--- config.mk ---
export PLATFORM = sky130hd
export DESIGN_NAME = atx_word_builder
export DESIGN_NICKNAME = d
export VERILOG_FILES = /design/src/verilog/atx_pkg.sv /design/src/verilog/atx_push_if.sv /design/src/verilog/atx_imm_hold.sv /design/src/verilog/atx_tx_buffer.sv /design/src/verilog/atx_word_builder.sv
export SDC_FILE = /design/constraint.sdc
export NUM_CORES = 1
export LEC_CHECK = 0
export ABC_AREA = 0
export BUFFER_PORTS_ARGS = -buffer_cell sky130_fd_sc_hd__buf_2
export CORE_UTILIZATION = 32
export DETAILED_ROUTE_END_ITERATION = 6
export GPL_TIMING_DRIVEN = 0
export HOLD_SLACK_MARGIN = 0.02
export PLACE_DENSITY = 0.46
export SYNTH_ARGS = -nofsm -noshare
export SYNTH_HDL_FRONTEND = slang
export SYNTH_SLANG_ARGS = --single-unit
--- constraint.sdc ---
create_clock -name core_clk_in -period 19 [get_ports core_clk_in]
set_clock_uncertainty 0.05 [all_clocks]
set_input_delay 1.9 -clock core_clk_in [delete_from_list [all_inputs] [get_ports core_clk_in]]
set_output_delay 1.9 -clock core_clk_in [all_outputs]
set_load 0.03 [all_outputs]
--- src/verilog/atx_pkg.sv ---
// shared constants, opcodes and helper functions for the transmit word builder
package atx_pkg;
  localparam int NCH = 4;
  localparam int TXBUF_DEPTH = 2;
  localparam logic [15:0] READY_REG_ADDR = 16'h800D;
  localparam logic [14:0] SEQ_TABLE_BASE = 15'h4000;
  localparam logic [14:0] ARX_RAM_BASE = 15'h0000;
  localparam logic [14:0] CAN_RAM_BASE = 15'h3000;
  localparam logic [7:0] SEQ_LAST_PTR = 8'hFF;
  localparam logic [1:0] LAST_SLOT = 2'h3;
  localparam logic [7:0] REG_IDLE_VALUE = 8'h00;

  // descriptor opcodes, encoded 000 to 111 in declaration order
  typedef enum logic [2:0] {
    OP_END, OP_NOP, OP_IMM, OP_IMMC, OP_ARX, OP_ARXC, OP_CAN, OP_CANC
  } atx_op_t;

  // per-channel sequencer states
  typedef enum logic [1:0] {SQ_IDLE, SQ_ACTIVE, SQ_WAIT} atx_seq_t;

  // byte address of the opcode byte (hi=0) or value byte (hi=1) of a descriptor
  function automatic logic [14:0] desc_addr(input logic [1:0] ch, input logic [7:0] ptr,
                                            input logic [1:0] slot, input logic hi);
    return SEQ_TABLE_BASE + {2'b00, ch, ptr, slot, hi};
  endfunction

  // receive RAM byte selected by an indexed or CAN descriptor
  function automatic logic [14:0] src_addr(input atx_op_t op, input logic [4:0] idx,
                                           input logic [7:0] val);
    if (op[2:1] == 2'b11) begin
      return CAN_RAM_BASE + {4'h0, val[6:0], idx[3:0]};
    end
    return ARX_RAM_BASE + {3'b000, idx[4:2], val[6:0], idx[1:0]};
  endfunction

  // fresh-data flag select: bit 10 marks a CAN block
  function automatic logic [10:0] flag_sel(input atx_op_t op, input logic [4:0] idx,
                                           input logic [7:0] val);
    if (op[2:1] == 2'b11) begin
      return {1'b1, 3'b000, val[6:0]};
    end
    return {1'b0, idx[4:2], val[6:0]};
  endfunction

  // replace one byte of the word being assembled
  function automatic logic [31:0] put_byte(input logic [31:0] w, input logic [1:0] slot,
                                           input logic [7:0] b);
    logic [31:0] r;
    r = w;
    r[{slot, 3'b000} +: 8] = b;
    return r;
  endfunction
endpackage

--- src/verilog/atx_push_if.sv ---
// per-channel word hand-off from the builder into the transmit buffers
`timescale 1ns/10ps
interface atx_push_if;
  logic [atx_pkg::NCH-1:0] valid;
  logic [31:0] word;
  logic [atx_pkg::NCH-1:0] ready;
  modport src (output valid, output word, input ready);
  modport dst (input valid, input word, output ready);
endinterface

--- src/verilog/atx_imm_hold.sv ---
// landing slots for host immediate words, one per transmit channel
`timescale 1ns/10ps
module atx_imm_hold (
  // clock and reset
  input wire logic core_clk_in,
  input wire logic reset_in,
  // host immediate command
  input wire logic load_in,
  input wire logic [1:0] load_ch_in,
  input wire logic [31:0] load_word_in,
  // consumer side
  input wire logic [atx_pkg::NCH-1:0] take_in,
  output logic [atx_pkg::NCH-1:0] pend_out,
  output logic [atx_pkg::NCH*32-1:0] word_out
);
  logic [atx_pkg::NCH-1:0] load_vec;

  // one-hot channel of a host load
  assign load_vec = load_in ? ({{(atx_pkg::NCH-1){1'b0}}, 1'b1} << load_ch_in) : '0;

  // a load wins over a same-cycle take so no host word is lost
  always_ff @(posedge core_clk_in or posedge reset_in) begin
    if (reset_in) begin
      pend_out <= '0;
      word_out <= '0;
    end else begin
      for (int c = 0; c < atx_pkg::NCH; c++) begin
        if (load_vec[c]) begin
          pend_out[c] <= 1'b1;
          word_out[c*32 +: 32] <= load_word_in;
        end else if (take_in[c]) begin
          pend_out[c] <= 1'b0;
        end
      end
    end
  end
endmodule

--- src/verilog/atx_tx_buffer.sv ---
// double-buffered transmit word store per channel, feeding the serialisers
`timescale 1ns/10ps
module atx_tx_buffer #(
  parameter int DEPTH = atx_pkg::TXBUF_DEPTH
) (
  // clock and reset
  input wire logic core_clk_in,
  input wire logic reset_in,
  // words from the builder
  atx_push_if.dst push,
  // serialiser side
  input wire logic gate_in,
  output logic [atx_pkg::NCH-1:0] tx_valid_out,
  output logic [atx_pkg::NCH*32-1:0] tx_word_out,
  input wire logic [atx_pkg::NCH-1:0] tx_done_in
);
  localparam int PW = (DEPTH > 1) ? $clog2(DEPTH) : 1;
  localparam int CW = $clog2(DEPTH + 1);
  logic [31:0] store_reg [atx_pkg::NCH][DEPTH];
  logic [PW-1:0] rd_reg [atx_pkg::NCH];
  logic [PW-1:0] wr_reg [atx_pkg::NCH];
  logic [CW-1:0] cnt_reg [atx_pkg::NCH];
  logic [atx_pkg::NCH-1:0] push_ok;
  logic [atx_pkg::NCH-1:0] pop_ok;

  // ready while a slot is free; head word always driven, but flagged valid only while transmission is allowed
  always_comb begin
    for (int c = 0; c < atx_pkg::NCH; c++) begin
      push.ready[c] = cnt_reg[c] != CW'(DEPTH);
      push_ok[c] = push.valid[c] && cnt_reg[c] != CW'(DEPTH);
      pop_ok[c] = tx_done_in[c] && cnt_reg[c] != '0;
      tx_valid_out[c] = cnt_reg[c] != '0 && gate_in;
      tx_word_out[c*32 +: 32] = store_reg[c][rd_reg[c]];
    end
  end

  // pointers and occupancy
  always_ff @(posedge core_clk_in or posedge reset_in) begin
    if (reset_in) begin
      for (int c = 0; c < atx_pkg::NCH; c++) begin
        rd_reg[c] <= '0;
        wr_reg[c] <= '0;
        cnt_reg[c] <= '0;
      end
    end else begin
      for (int c = 0; c < atx_pkg::NCH; c++) begin
        if (push_ok[c]) wr_reg[c] <= (wr_reg[c] == PW'(DEPTH - 1)) ? '0 : wr_reg[c] + PW'(1);
        if (pop_ok[c]) rd_reg[c] <= (rd_reg[c] == PW'(DEPTH - 1)) ? '0 : rd_reg[c] + PW'(1);
        if (push_ok[c] && !pop_ok[c]) cnt_reg[c] <= cnt_reg[c] + CW'(1);
        else if (pop_ok[c] && !push_ok[c]) cnt_reg[c] <= cnt_reg[c] - CW'(1);
      end
    end
  end

  // word storage, no reset needed
  always_ff @(posedge core_clk_in) begin
    for (int c = 0; c < atx_pkg::NCH; c++) begin
      if (push_ok[c]) store_reg[c][wr_reg[c]] <= push.word;
    end
  end

  for (genvar g = 0; g < atx_pkg::NCH; g++) begin : g_chk

  end
endmodule

--- src/verilog/atx_word_builder.sv ---
// transmit word builder: sequence table walker, immediate path and ready register
`timescale 1ns/10ps
module atx_word_builder (
  // clock and reset
  input wire logic core_clk_in,
  input wire logic reset_in,
  // transmit enables and sequencer control
  input wire logic tx_go_in,
  input wire logic arinc_tx_global_enable_in,
  input wire logic [atx_pkg::NCH-1:0] run_in,
  input wire logic [atx_pkg::NCH-1:0] rep_zero_in,
  input wire logic [atx_pkg::NCH-1:0] rep_rollover_in,
  // on-chip RAM read port, data one cycle after request
  output logic mem_rd_en_out,
  output logic [14:0] mem_rd_addr_out,
  input wire logic [7:0] mem_rd_data_in,
  // fresh-data flags, flag one cycle after select
  output logic [10:0] flag_sel_out,
  input wire logic fresh_data_tx_flag_in,
  output logic flag_clr_out,
  // host immediate transmit command
  input wire logic imm_valid_in,
  input wire logic [1:0] imm_chan_in,
  input wire logic [31:0] imm_word_in,
  // register read port
  input wire logic reg_rd_en_in,
  input wire logic [15:0] reg_rd_addr_in,
  output logic [7:0] reg_rd_data_out,
  // serial transmit side
  output logic [atx_pkg::NCH-1:0] tx_valid_out,
  output logic [atx_pkg::NCH*32-1:0] tx_word_out,
  input wire logic [atx_pkg::NCH-1:0] tx_done_in
);
  typedef enum logic [2:0] {B_IDLE, B_REQ, B_OPC, B_VAL, B_SRC, B_FIN} atx_build_t;

  atx_build_t state_reg, state_next;
  atx_pkg::atx_op_t op_reg, op_next;
  logic [1:0] ch_reg, ch_next;
  logic [1:0] slot_reg, slot_next;
  logic [4:0] idx_reg, idx_next;
  logic [7:0] val_reg, val_next;
  logic [31:0] word_reg, word_next;
  logic cond_seen_reg, cond_seen_next;
  logic any_new_reg, any_new_next;
  logic [1:0] rr_reg, rr_next;
  atx_pkg::atx_seq_t seq_state_reg [atx_pkg::NCH];
  logic [7:0] seq_ptr_reg [atx_pkg::NCH];
  logic [atx_pkg::NCH-1:0] run_prev_reg;

  logic gate;
  logic [atx_pkg::NCH-1:0] imm_pend, imm_ok, seq_ok, imm_take, buf_ready;
  logic [atx_pkg::NCH*32-1:0] imm_words;
  logic imm_found, seq_found, imm_go, seq_go;
  logic [1:0] imm_pick, seq_pick, arb_ch, pick_ch;
  logic op_end, op_nop, op_imm, op_immc, op_cond;
  logic last_slot, seq_end, seq_adv, frame_drop, frame_push;
  logic [7:0] cur_val, src_byte;

  atx_push_if push_if ();

  // opcode decode of the descriptor in hand
  assign op_end = op_reg == atx_pkg::OP_END;
  assign op_nop = op_reg == atx_pkg::OP_NOP;
  assign op_imm = op_reg == atx_pkg::OP_IMM;
  assign op_immc = op_reg == atx_pkg::OP_IMMC;
  assign op_cond = op_reg[0] && op_reg[2:1] != 2'b00; // 011, 101, 111
  assign last_slot = slot_reg == atx_pkg::LAST_SLOT;

  // transmission allowed only with the go pin and the global enable both high
  assign gate = tx_go_in && arinc_tx_global_enable_in;
  assign buf_ready = push_if.ready;
  assign imm_ok = imm_pend & buf_ready & {atx_pkg::NCH{gate}};

  // channels whose sequencer may start its next frame
  always_comb begin
    for (int c = 0; c < atx_pkg::NCH; c++) begin
      seq_ok[c] = seq_state_reg[c] == atx_pkg::SQ_ACTIVE && buf_ready[c] && gate;
    end
  end

  // round-robin pick; an immediate word whose buffer has room beats every sequence frame
  always_comb begin
    imm_found = 1'b0;
    seq_found = 1'b0;
    imm_pick = rr_reg;
    seq_pick = rr_reg;
    arb_ch = rr_reg;
    for (int k = atx_pkg::NCH - 1; k >= 0; k--) begin
      arb_ch = rr_reg + 2'(k);
      if (imm_ok[arb_ch]) begin
        imm_found = 1'b1;
        imm_pick = arb_ch;
      end
      if (seq_ok[arb_ch]) begin
        seq_found = 1'b1;
        seq_pick = arb_ch;
      end
    end
  end

  assign imm_go = state_reg == B_IDLE && imm_found;
  assign seq_go = state_reg == B_IDLE && !imm_found && seq_found;
  assign pick_ch = imm_found ? imm_pick : seq_pick;
  assign imm_take = imm_go ? ({{(atx_pkg::NCH-1){1'b0}}, 1'b1} << imm_pick) : '0;

  // frame outcome
  assign seq_end = state_reg == B_VAL && op_end && slot_reg == 2'h0;
  assign seq_adv = (state_reg == B_VAL && (op_nop || (op_end && slot_reg != 2'h0)))
                   || state_reg == B_FIN;
  assign frame_drop = cond_seen_reg && !any_new_reg;
  assign frame_push = state_reg == B_FIN && !frame_drop;

  // RAM and flag requests; the value byte is used live in the cycle it arrives
  assign cur_val = (state_reg == B_VAL) ? mem_rd_data_in : val_reg;
  assign mem_rd_en_out = state_reg == B_REQ || state_reg == B_OPC
                         || (state_reg == B_VAL && !op_end && !op_nop && !op_imm);
  assign mem_rd_addr_out = (state_reg == B_VAL)
                           ? atx_pkg::src_addr(op_reg, idx_reg, mem_rd_data_in)
                           : atx_pkg::desc_addr(ch_reg, seq_ptr_reg[ch_reg], slot_reg, state_reg == B_OPC);
  assign flag_sel_out = atx_pkg::flag_sel(op_reg, idx_reg, cur_val);
  assign flag_clr_out = state_reg == B_SRC && op_cond;
  assign src_byte = op_immc ? val_reg : mem_rd_data_in;

  // hand-off into the transmit buffers
  assign push_if.valid = imm_take | (frame_push ? ({{(atx_pkg::NCH-1){1'b0}}, 1'b1} << ch_reg) : '0);
  assign push_if.word = frame_push ? word_reg : imm_words[{imm_pick, 5'h00} +: 32];

  // builder next state: fetch opcode byte, value byte, then source byte for indexed and CAN slots
  always_comb begin
    state_next = state_reg;
    op_next = op_reg;
    ch_next = ch_reg;
    slot_next = slot_reg;
    idx_next = idx_reg;
    val_next = val_reg;
    word_next = word_reg;
    cond_seen_next = cond_seen_reg;
    any_new_next = any_new_reg;
    rr_next = rr_reg;
    case (state_reg)
      B_IDLE: begin
        if (imm_go) begin
          rr_next = imm_pick + 2'h1;
        end else if (seq_go) begin
          ch_next = seq_pick;
          rr_next = seq_pick + 2'h1;
          slot_next = 2'h0;
          word_next = '0;
          cond_seen_next = 1'b0;
          any_new_next = 1'b0;
          state_next = B_REQ;
        end
      end
      B_REQ: begin
        state_next = B_OPC;
      end
      B_OPC: begin
        op_next = atx_pkg::atx_op_t'(mem_rd_data_in[7:5]);
        idx_next = mem_rd_data_in[4:0];
        state_next = B_VAL;
      end
      B_VAL: begin
        val_next = mem_rd_data_in;
        if (op_end || op_nop) begin
          state_next = B_IDLE;
        end else if (op_imm) begin
          word_next = atx_pkg::put_byte(word_reg, slot_reg, mem_rd_data_in);
          slot_next = slot_reg + 2'h1;
          state_next = last_slot ? B_FIN : B_REQ;
        end else begin
          state_next = B_SRC;
        end
      end
      B_SRC: begin
        word_next = atx_pkg::put_byte(word_reg, slot_reg, src_byte);
        if (op_cond) begin
          cond_seen_next = 1'b1;
          any_new_next = any_new_reg || fresh_data_tx_flag_in;
        end
        slot_next = slot_reg + 2'h1;
        state_next = last_slot ? B_FIN : B_REQ;
      end
      B_FIN: begin
        state_next = B_IDLE;
      end
      default: begin
        state_next = B_IDLE;
      end
    endcase
  end

  // builder registers
  always_ff @(posedge core_clk_in or posedge reset_in) begin
    if (reset_in) begin
      state_reg <= B_IDLE;
      op_reg <= atx_pkg::OP_END;
      ch_reg <= 2'h0;
      slot_reg <= 2'h0;
      idx_reg <= 5'h00;
      val_reg <= 8'h00;
      word_reg <= 32'h0000_0000;
      cond_seen_reg <= 1'b0;
      any_new_reg <= 1'b0;
      rr_reg <= 2'h0;
    end else begin
      state_reg <= state_next;
      op_reg <= op_next;
      ch_reg <= ch_next;
      slot_reg <= slot_next;
      idx_reg <= idx_next;
      val_reg <= val_next;
      word_reg <= word_next;
      cond_seen_reg <= cond_seen_next;
      any_new_reg <= any_new_next;
      rr_reg <= rr_next;
    end
  end

  // per-channel sequencer: start on run rise, end of table, wait for rollover
  always_ff @(posedge core_clk_in or posedge reset_in) begin
    if (reset_in) begin
      run_prev_reg <= '0;
      for (int c = 0; c < atx_pkg::NCH; c++) begin
        seq_state_reg[c] <= atx_pkg::SQ_IDLE;
        seq_ptr_reg[c] <= 8'h00;
      end
    end else begin
      run_prev_reg <= run_in;
      for (int c = 0; c < atx_pkg::NCH; c++) begin
        if (!run_in[c]) begin
          seq_state_reg[c] <= atx_pkg::SQ_IDLE;
        end else if (!run_prev_reg[c]) begin
          seq_state_reg[c] <= atx_pkg::SQ_ACTIVE;
          seq_ptr_reg[c] <= 8'h00;
        end else if (2'(c) == ch_reg && (seq_end || (seq_adv && seq_ptr_reg[c] == atx_pkg::SEQ_LAST_PTR))) begin
          seq_ptr_reg[c] <= 8'h00;
          seq_state_reg[c] <= rep_zero_in[c] ? atx_pkg::SQ_IDLE : atx_pkg::SQ_WAIT;
        end else if (2'(c) == ch_reg && seq_adv) begin
          seq_ptr_reg[c] <= seq_ptr_reg[c] + 8'h01;
        end else if (seq_state_reg[c] == atx_pkg::SQ_WAIT && rep_rollover_in[c]) begin
          seq_state_reg[c] <= atx_pkg::SQ_ACTIVE;
        end
      end
    end
  end

  // ready register read, unmapped addresses read zero
  always_ff @(posedge core_clk_in or posedge reset_in) begin
    if (reset_in) begin
      reg_rd_data_out <= atx_pkg::REG_IDLE_VALUE;
    end else if (reg_rd_en_in && reg_rd_addr_in == atx_pkg::READY_REG_ADDR) begin
      reg_rd_data_out <= {4'h0, buf_ready};
    end else begin
      reg_rd_data_out <= atx_pkg::REG_IDLE_VALUE;
    end
  end

  atx_imm_hold u_imm (
    .core_clk_in(core_clk_in),
    .reset_in(reset_in),
    .load_in(imm_valid_in),
    .load_ch_in(imm_chan_in),
    .load_word_in(imm_word_in),
    .take_in(imm_take),
    .pend_out(imm_pend),
    .word_out(imm_words)
  );

  atx_tx_buffer u_buf (
    .core_clk_in(core_clk_in),
    .reset_in(reset_in),
    .push(push_if.dst),
    .gate_in(gate),
    .tx_valid_out(tx_valid_out),
    .tx_word_out(tx_word_out),
    .tx_done_in(tx_done_in)
  );
endmodule
-- Yosys cells after proc, flatten, opt, wreduce, memory -nomap -nowiden
Memory sizes are Yosys's and may differ from the RTL's.
Cells that the tools add are included.
- flip-flop bits (word level): 259
- bits in writable memories: 256
- memories kept: 1
- memories (name ; words ; bits a word ; read ports ; clocked after Yosys merged registers in ; wr ports ; RTL line ; source):
    u_buf.store_reg ; 4 ; 64 ; 4 ; 0 ; 4 ; atx_tx_buffer.sv:19 ; logic [31:0] store_reg [atx_pkg::NCH][DEPTH];
- $add $sub $neg: 29
- $lt $le $gt $ge: 17
- equal/unequal tests: 47
- shifts and indexed selects: 7
- mux-type cells: 162
- bitwise logic cells: 13
- reduce and logical (&&, ||, !) cells: 122
- operators by type and width (operator ; count):
    two-way mux 32 bit ; 21
    two-way mux 64 bit ; 4
    demux 32 bit (select 1 bit) ; 4
    indexed part select 128 x 8 -> 32 bit ; 1
    two-way mux 8 bit ; 15
    one-hot mux 32 bit (3 select lines) ; 1
    two-way mux 2 bit ; 46
    bitwise mux 32 bit ; 2
    logical AND 1 bit ; 64
    indexed part select 8 x 7 -> 32 bit ; 2
    two-way mux 15 bit ; 3
    two-way mux 1 bit ; 41
    adder 8 x 1 -> 8 bit (second input constant) ; 4
    equality test 8 bit (second input constant) ; 4
    nonzero test 2 bit ; 16
    variable shift 8 x 7 -> 32 bit (first input constant) ; 1
    two-way mux 11 bit ; 2
    AND reduction 2 bit ; 10
    inequality test 2 bit (second input constant) ; 9
    adder 2 x 1 -> 2 bit (second input constant) ; 8
    binary-select mux 1 bit (select 2 bit) ; 8
    binary-select mux 8 bit (select 2 bit) ; 1
    equality test 16 bit (second input constant) ; 1
    greater-or-equal comparator 2 bit (second input constant) ; 8
    39 further kinds ; 121

-- Longest topological paths before layout
- depth in word-level cells: 17
- mapped depth: 12

-- By module
From an unflattened synthesis, not the netlist that was laid out.
- cells, all modules: 1607
- area, all modules: 23120.9 µm²
- modules (own cells, without submodules) (module ; instances ; cells each ; area an instance (µm²) ; sequential area each (µm²)):
    atx_tx_buffer ; 1 ; 473 ; 10659.0 ; 8087.8
    atx_word_builder ; 1 ; 849 ; 7508.5 ; 2677.6
    atx_imm_hold ; 1 ; 285 ; 4953.5 ; 3303.2

-- Least setup slack after synthesis
Ideal clock, no wire load.
- path kind: in2reg
- start: input port tx_go_in
- end: memory u_buf.store_reg[3][32] (netlist name), enable pin
- library setup time: 461 ps
- data arrival time: 5669 ps
- setup slack: 12820 ps
- stages on the path: 8
- path through: and2_2 -> buf_6 -> nand3_2 -> and4_1 -> buf_2 -> or4_4 -> o22a_1 -> nor3_1
- RTL lines (item ; RTL line ; source):
    from (decl) ; atx_word_builder.sv:8 ; input wire logic tx_go_in,
    to (decl) ; atx_tx_buffer.sv:19 ;

==> results.json <==
{
  "hpwl_mm": 48.33,
  "worstPathArrival_ns": 5.30,
  "r2r_slack_ns": 14.81,
  "intPower_mw": 2.868,
  "clockBufferDepth": 3,
  "ys_top_cells_by_count": "mux2_2, edfxtp_1, dfrtp_1",
  "worstSkewPairLatency_ns": 0.64,
  "synthMuxAreaShare_pct": 16.72,
  "ys_types": 83,
  "clkTransAtPathRegs_ns": 0.06,
  "postLayoutCoreUtil_pct": 39.21,
  "start_util_pct": 32.48,
  "avgRoutedWirePerCell_um": 22.60,
  "endpoint_kind": "flip-flop",
  "max-cap-violations": 0,
  "path_cells": "buf_2, and2_2, buf_6, o2111ai_1, a32oi_2, nor2_2, clkbuf_1, a211oi_1, a211oi_1",
  "finalHoldViolations": 0,
  "synth_xor_area_share_pct": 1.686,
  "clock-sinks": 511,
  "min_period_ns": 5.108,
  "synth_area_leaders": "edfxtp_1, dfrtp_1, mux2_2, mux2i_1, a211oi_1",
  "cp-startpoint": "tx_go_in",
  "power_frac_comb_pct": 40.0,
  "placedCellCount": 2844,
  "r2r-start": "u_buf.cnt_reg[1]",
  "syn_area_um2": 22860,
  "cts_root_buffer": "clkbuf_16",
  "ys.flop_type": "edfxtp_1",
  "ctsResizeCount": 0,
  "dr.pass1.iters": 5,
  "max_freq_mhz": 195.8,
  "final_cells": 2957,
  "synthArstFlopShare_pct": 49.90,
  "p_leak_nw": 10.87,
  "cts_buffers": 58,
  "crit_top_cell": "a211oi_1",
  "rsz0062_at_grt": "false",
  "grt_pass1_wl_mm": 100.5,
  "synth_top_area_share_pct": 33.63,
  "cp_top_family": "compound AO/OA/AOI/OAI gates",
  "core_area_um2": 70390,
  "wirelength_mm": 66.83,
  "grt_max_degree": 116,
  "yosysMostFrequentCell": "mux2_2",
  "r2r_end": "u_buf.store_reg[0][56]",
  "port_buffers": 237,
  "p_total_mw": 4.717,
  "tightestPinTransition_ns": 1.421,
  "synth-compound-area-share_pct": 9.742,
  "cts_setup_buffers": 0,
  "outcome": "complete, no violations",
  "synth_seq_area_share_pct": 61.54,
  "synth-edff-count": 256,
  "yosys.area_share.simple_pct": 6.972,
  "finalWeightedCongestion": 0.8309,
  "swShare_pct": 39.19,
  "grt_usage_pct": 18.25,
  "cts_tree": "yes",
  "areaGrowthSynthToFinish_pct": 20.73,
  "hp-class": "reg2reg",
  "ant_nets": 0,
  "switching_power_mw": 1.849,
  "io_pins": 249,
  "crit_required_ns": 19.20,
  "die_area_um2": 72520,
  "die_h_um": 269.3,
  "crit_type": "in2reg",
  "relSlewSlack_pct": 4.683,
  "p_clk_share_pct": 24.3,
  "drc": 0,
  "synth_top_family_by_area": "multiplexers",
  "die_x_um": 269.3,
  "slew_viol_final": 0,
  "crit_end": "u_buf.store_reg[0][56]",
  "fin_crit_sh_pct": 26.89,
  "cpMaxStageDelayCell": "a211oi_1",
  "p_seq_share_pct": 35.7,
  "worst-path-stages": 9,
  "ys_warn_count": 0,
  "peakVddDrop_v": 0.00008192,
  "cts_hold_buf": 0,
  "max_stage_delay_ns": 1.11,
  "nets": 2060,
  "grt_pass1_vias": 15396,
  "rr_worst_depth": 8,
  "synth-seq-cells": 511,
  "vias": 14941,
  "cp_max_fo": 10,
  "syn_inst": 1649,
  "finalSetupTns_ns": 0,
  "grt-ovfl-total": 0,
  "drive_gt1_share_pct": 35.05,
  "viasPerCell": 5.053,
  "antenna_found_initial": 7,
  "syn_area_per_cell_um2": 13.86,
  "yosysTopAreaCell": "edfxtp_1",
  "drtIter0Drc": 983,
  "crit_path_start_kind": "input port",
  "path_buf_inv": 3,
  "setup_viol": 0,
  "power_per_cell_area_nw_per_um2": 170.9,
  "synth-adder-area-share_pct": 0.7662,
  "cts-htree-levels": 2,
  "largest_register_ffs": 256,
  "num_rows": 97
}
-- final cells by class --
class,count,area (um^2)
fillers,6771,42790
clock buffers,81,1659
repair buffers,253,1453
inverters,21,86.33
plain buffers,104,506.7
flip-flops and latches,511,14070
diodes,3,7.507
multi-input cells,1016,8313
clock inverters,28,331.6
well taps,940,1176
-- per-layer routing --
| layer | wire (um) | GRT usage, % | up-vias |
|---|---|---|---|
| met5 | 12 | 0 | - |
| li1 | - | - | 6862 |
| met1 | 30530 | 24.82 | 7672 |
| met3 | 2839 | 2.912 | 78 |
| met4 | 1133 | 4.336 | 2 |
| met2 | 32310 | 30.41 | 327 |
-- logic make-up (layout without fill, tap and decap cells) --
kind of cell               after synthesis  after routing
DFF                                    511            511
muxes                                  337            337
and+or+nand+nor                        309            309
AOI/OAI and AO/OA                      308            308
buffers and inverters                  125            487
xor gates and xnor gates                44             44
adders and majority gates               14             14
other                                    1              7
-- how the worst min path moves through the flow --
stage               cells past startpoint  slack, ns       startpoint                to
floorplan                               1       0.37  run_prev_reg[1]  seq_state_reg[4]
global placement                        1       0.39  run_prev_reg[1]  seq_state_reg[4]
detailed placement                      1       0.40  run_prev_reg[1]  seq_state_reg[4]
CTS                                     1       0.41  run_prev_reg[1]  seq_state_reg[4]
global route                            1       0.45  run_prev_reg[1]  seq_state_reg[4]
finish                                  1       0.42  run_prev_reg[1]  seq_state_reg[4]
-- power by group through the flow --
stage          Clock [mW]  Sequential (mW)  Combinational, mW
6_report             1.15             1.68               1.89
5_1_grt              1.22             1.71               2.03
4_1_cts              1.18             1.68               1.90
3_5_place_dp            0             1.71               1.89
3_3_place_gp            0             1.70               1.84
2_1_floorplan           0             1.66               1.26
-- cell usage in the layout, fill, tap and decap left out, types with 7 or more instances in the layout --
| cell type | netlist | layout |
|---|---|---|
| mux2_2 | 279 | 279 |
| edfxtp_1 | 256 | 256 |
| dfrtp_1 | 255 | 255 |
| buf_2 | 14 | 251 |
| nor2_1 | 95 | 95 |
| clkbuf_1 | 72 | 84 |
| nand2_1 | 74 | 74 |
| clkbuf_16 | 0 | 59 |
| a211oi_1 | 64 | 55 |
| o21ai_0 | 52 | 52 |
| mux2i_1 | 50 | 50 |
| o21a_1 | 37 | 37 |
| xor2_1 | 29 | 29 |
| a21oi_1 | 27 | 27 |
| inv_1 | 20 | 19 |
| and3_1 | 17 | 17 |
| a31oi_1 | 17 | 17 |
| nand3_1 | 16 | 16 |
| a22oi_1 | 16 | 16 |
| a221oi_1 | 15 | 15 |
| xnor2_1 | 15 | 15 |
| a22o_1 | 15 | 15 |
| nand4_1 | 14 | 14 |
| ha_1 | 14 | 14 |
| buf_6 | 10 | 11 |
| a211oi_2 | 4 | 11 |
| nand2b_1 | 10 | 10 |
| clkbuf_8 | 0 | 10 |
| clkinv_2 | 0 | 10 |
| nor3_1 | 10 | 9 |
| buf_4 | 6 | 8 |
| mux4_2 | 8 | 8 |
| nor2b_1 | 9 | 7 |
| o22a_1 | 7 | 7 |
-- metrics by stage --
stage / setup WS, ns / cell area, um^2 / hold WS [ns]
after floorplan: 10.04 / 22870 / 0.3724
after global placement: 6.812 / 25240 / 0.3929
after detailed placement: 13.03 / 25560 / 0.4023
after CTS: 13.72 / 27550 / 0.4105
after global routing: 13.73 / 27600 / 0.4452
final: 13.89 / 27600 / 0.4172
Note: power is estimated with default switching activity, not from simulation.
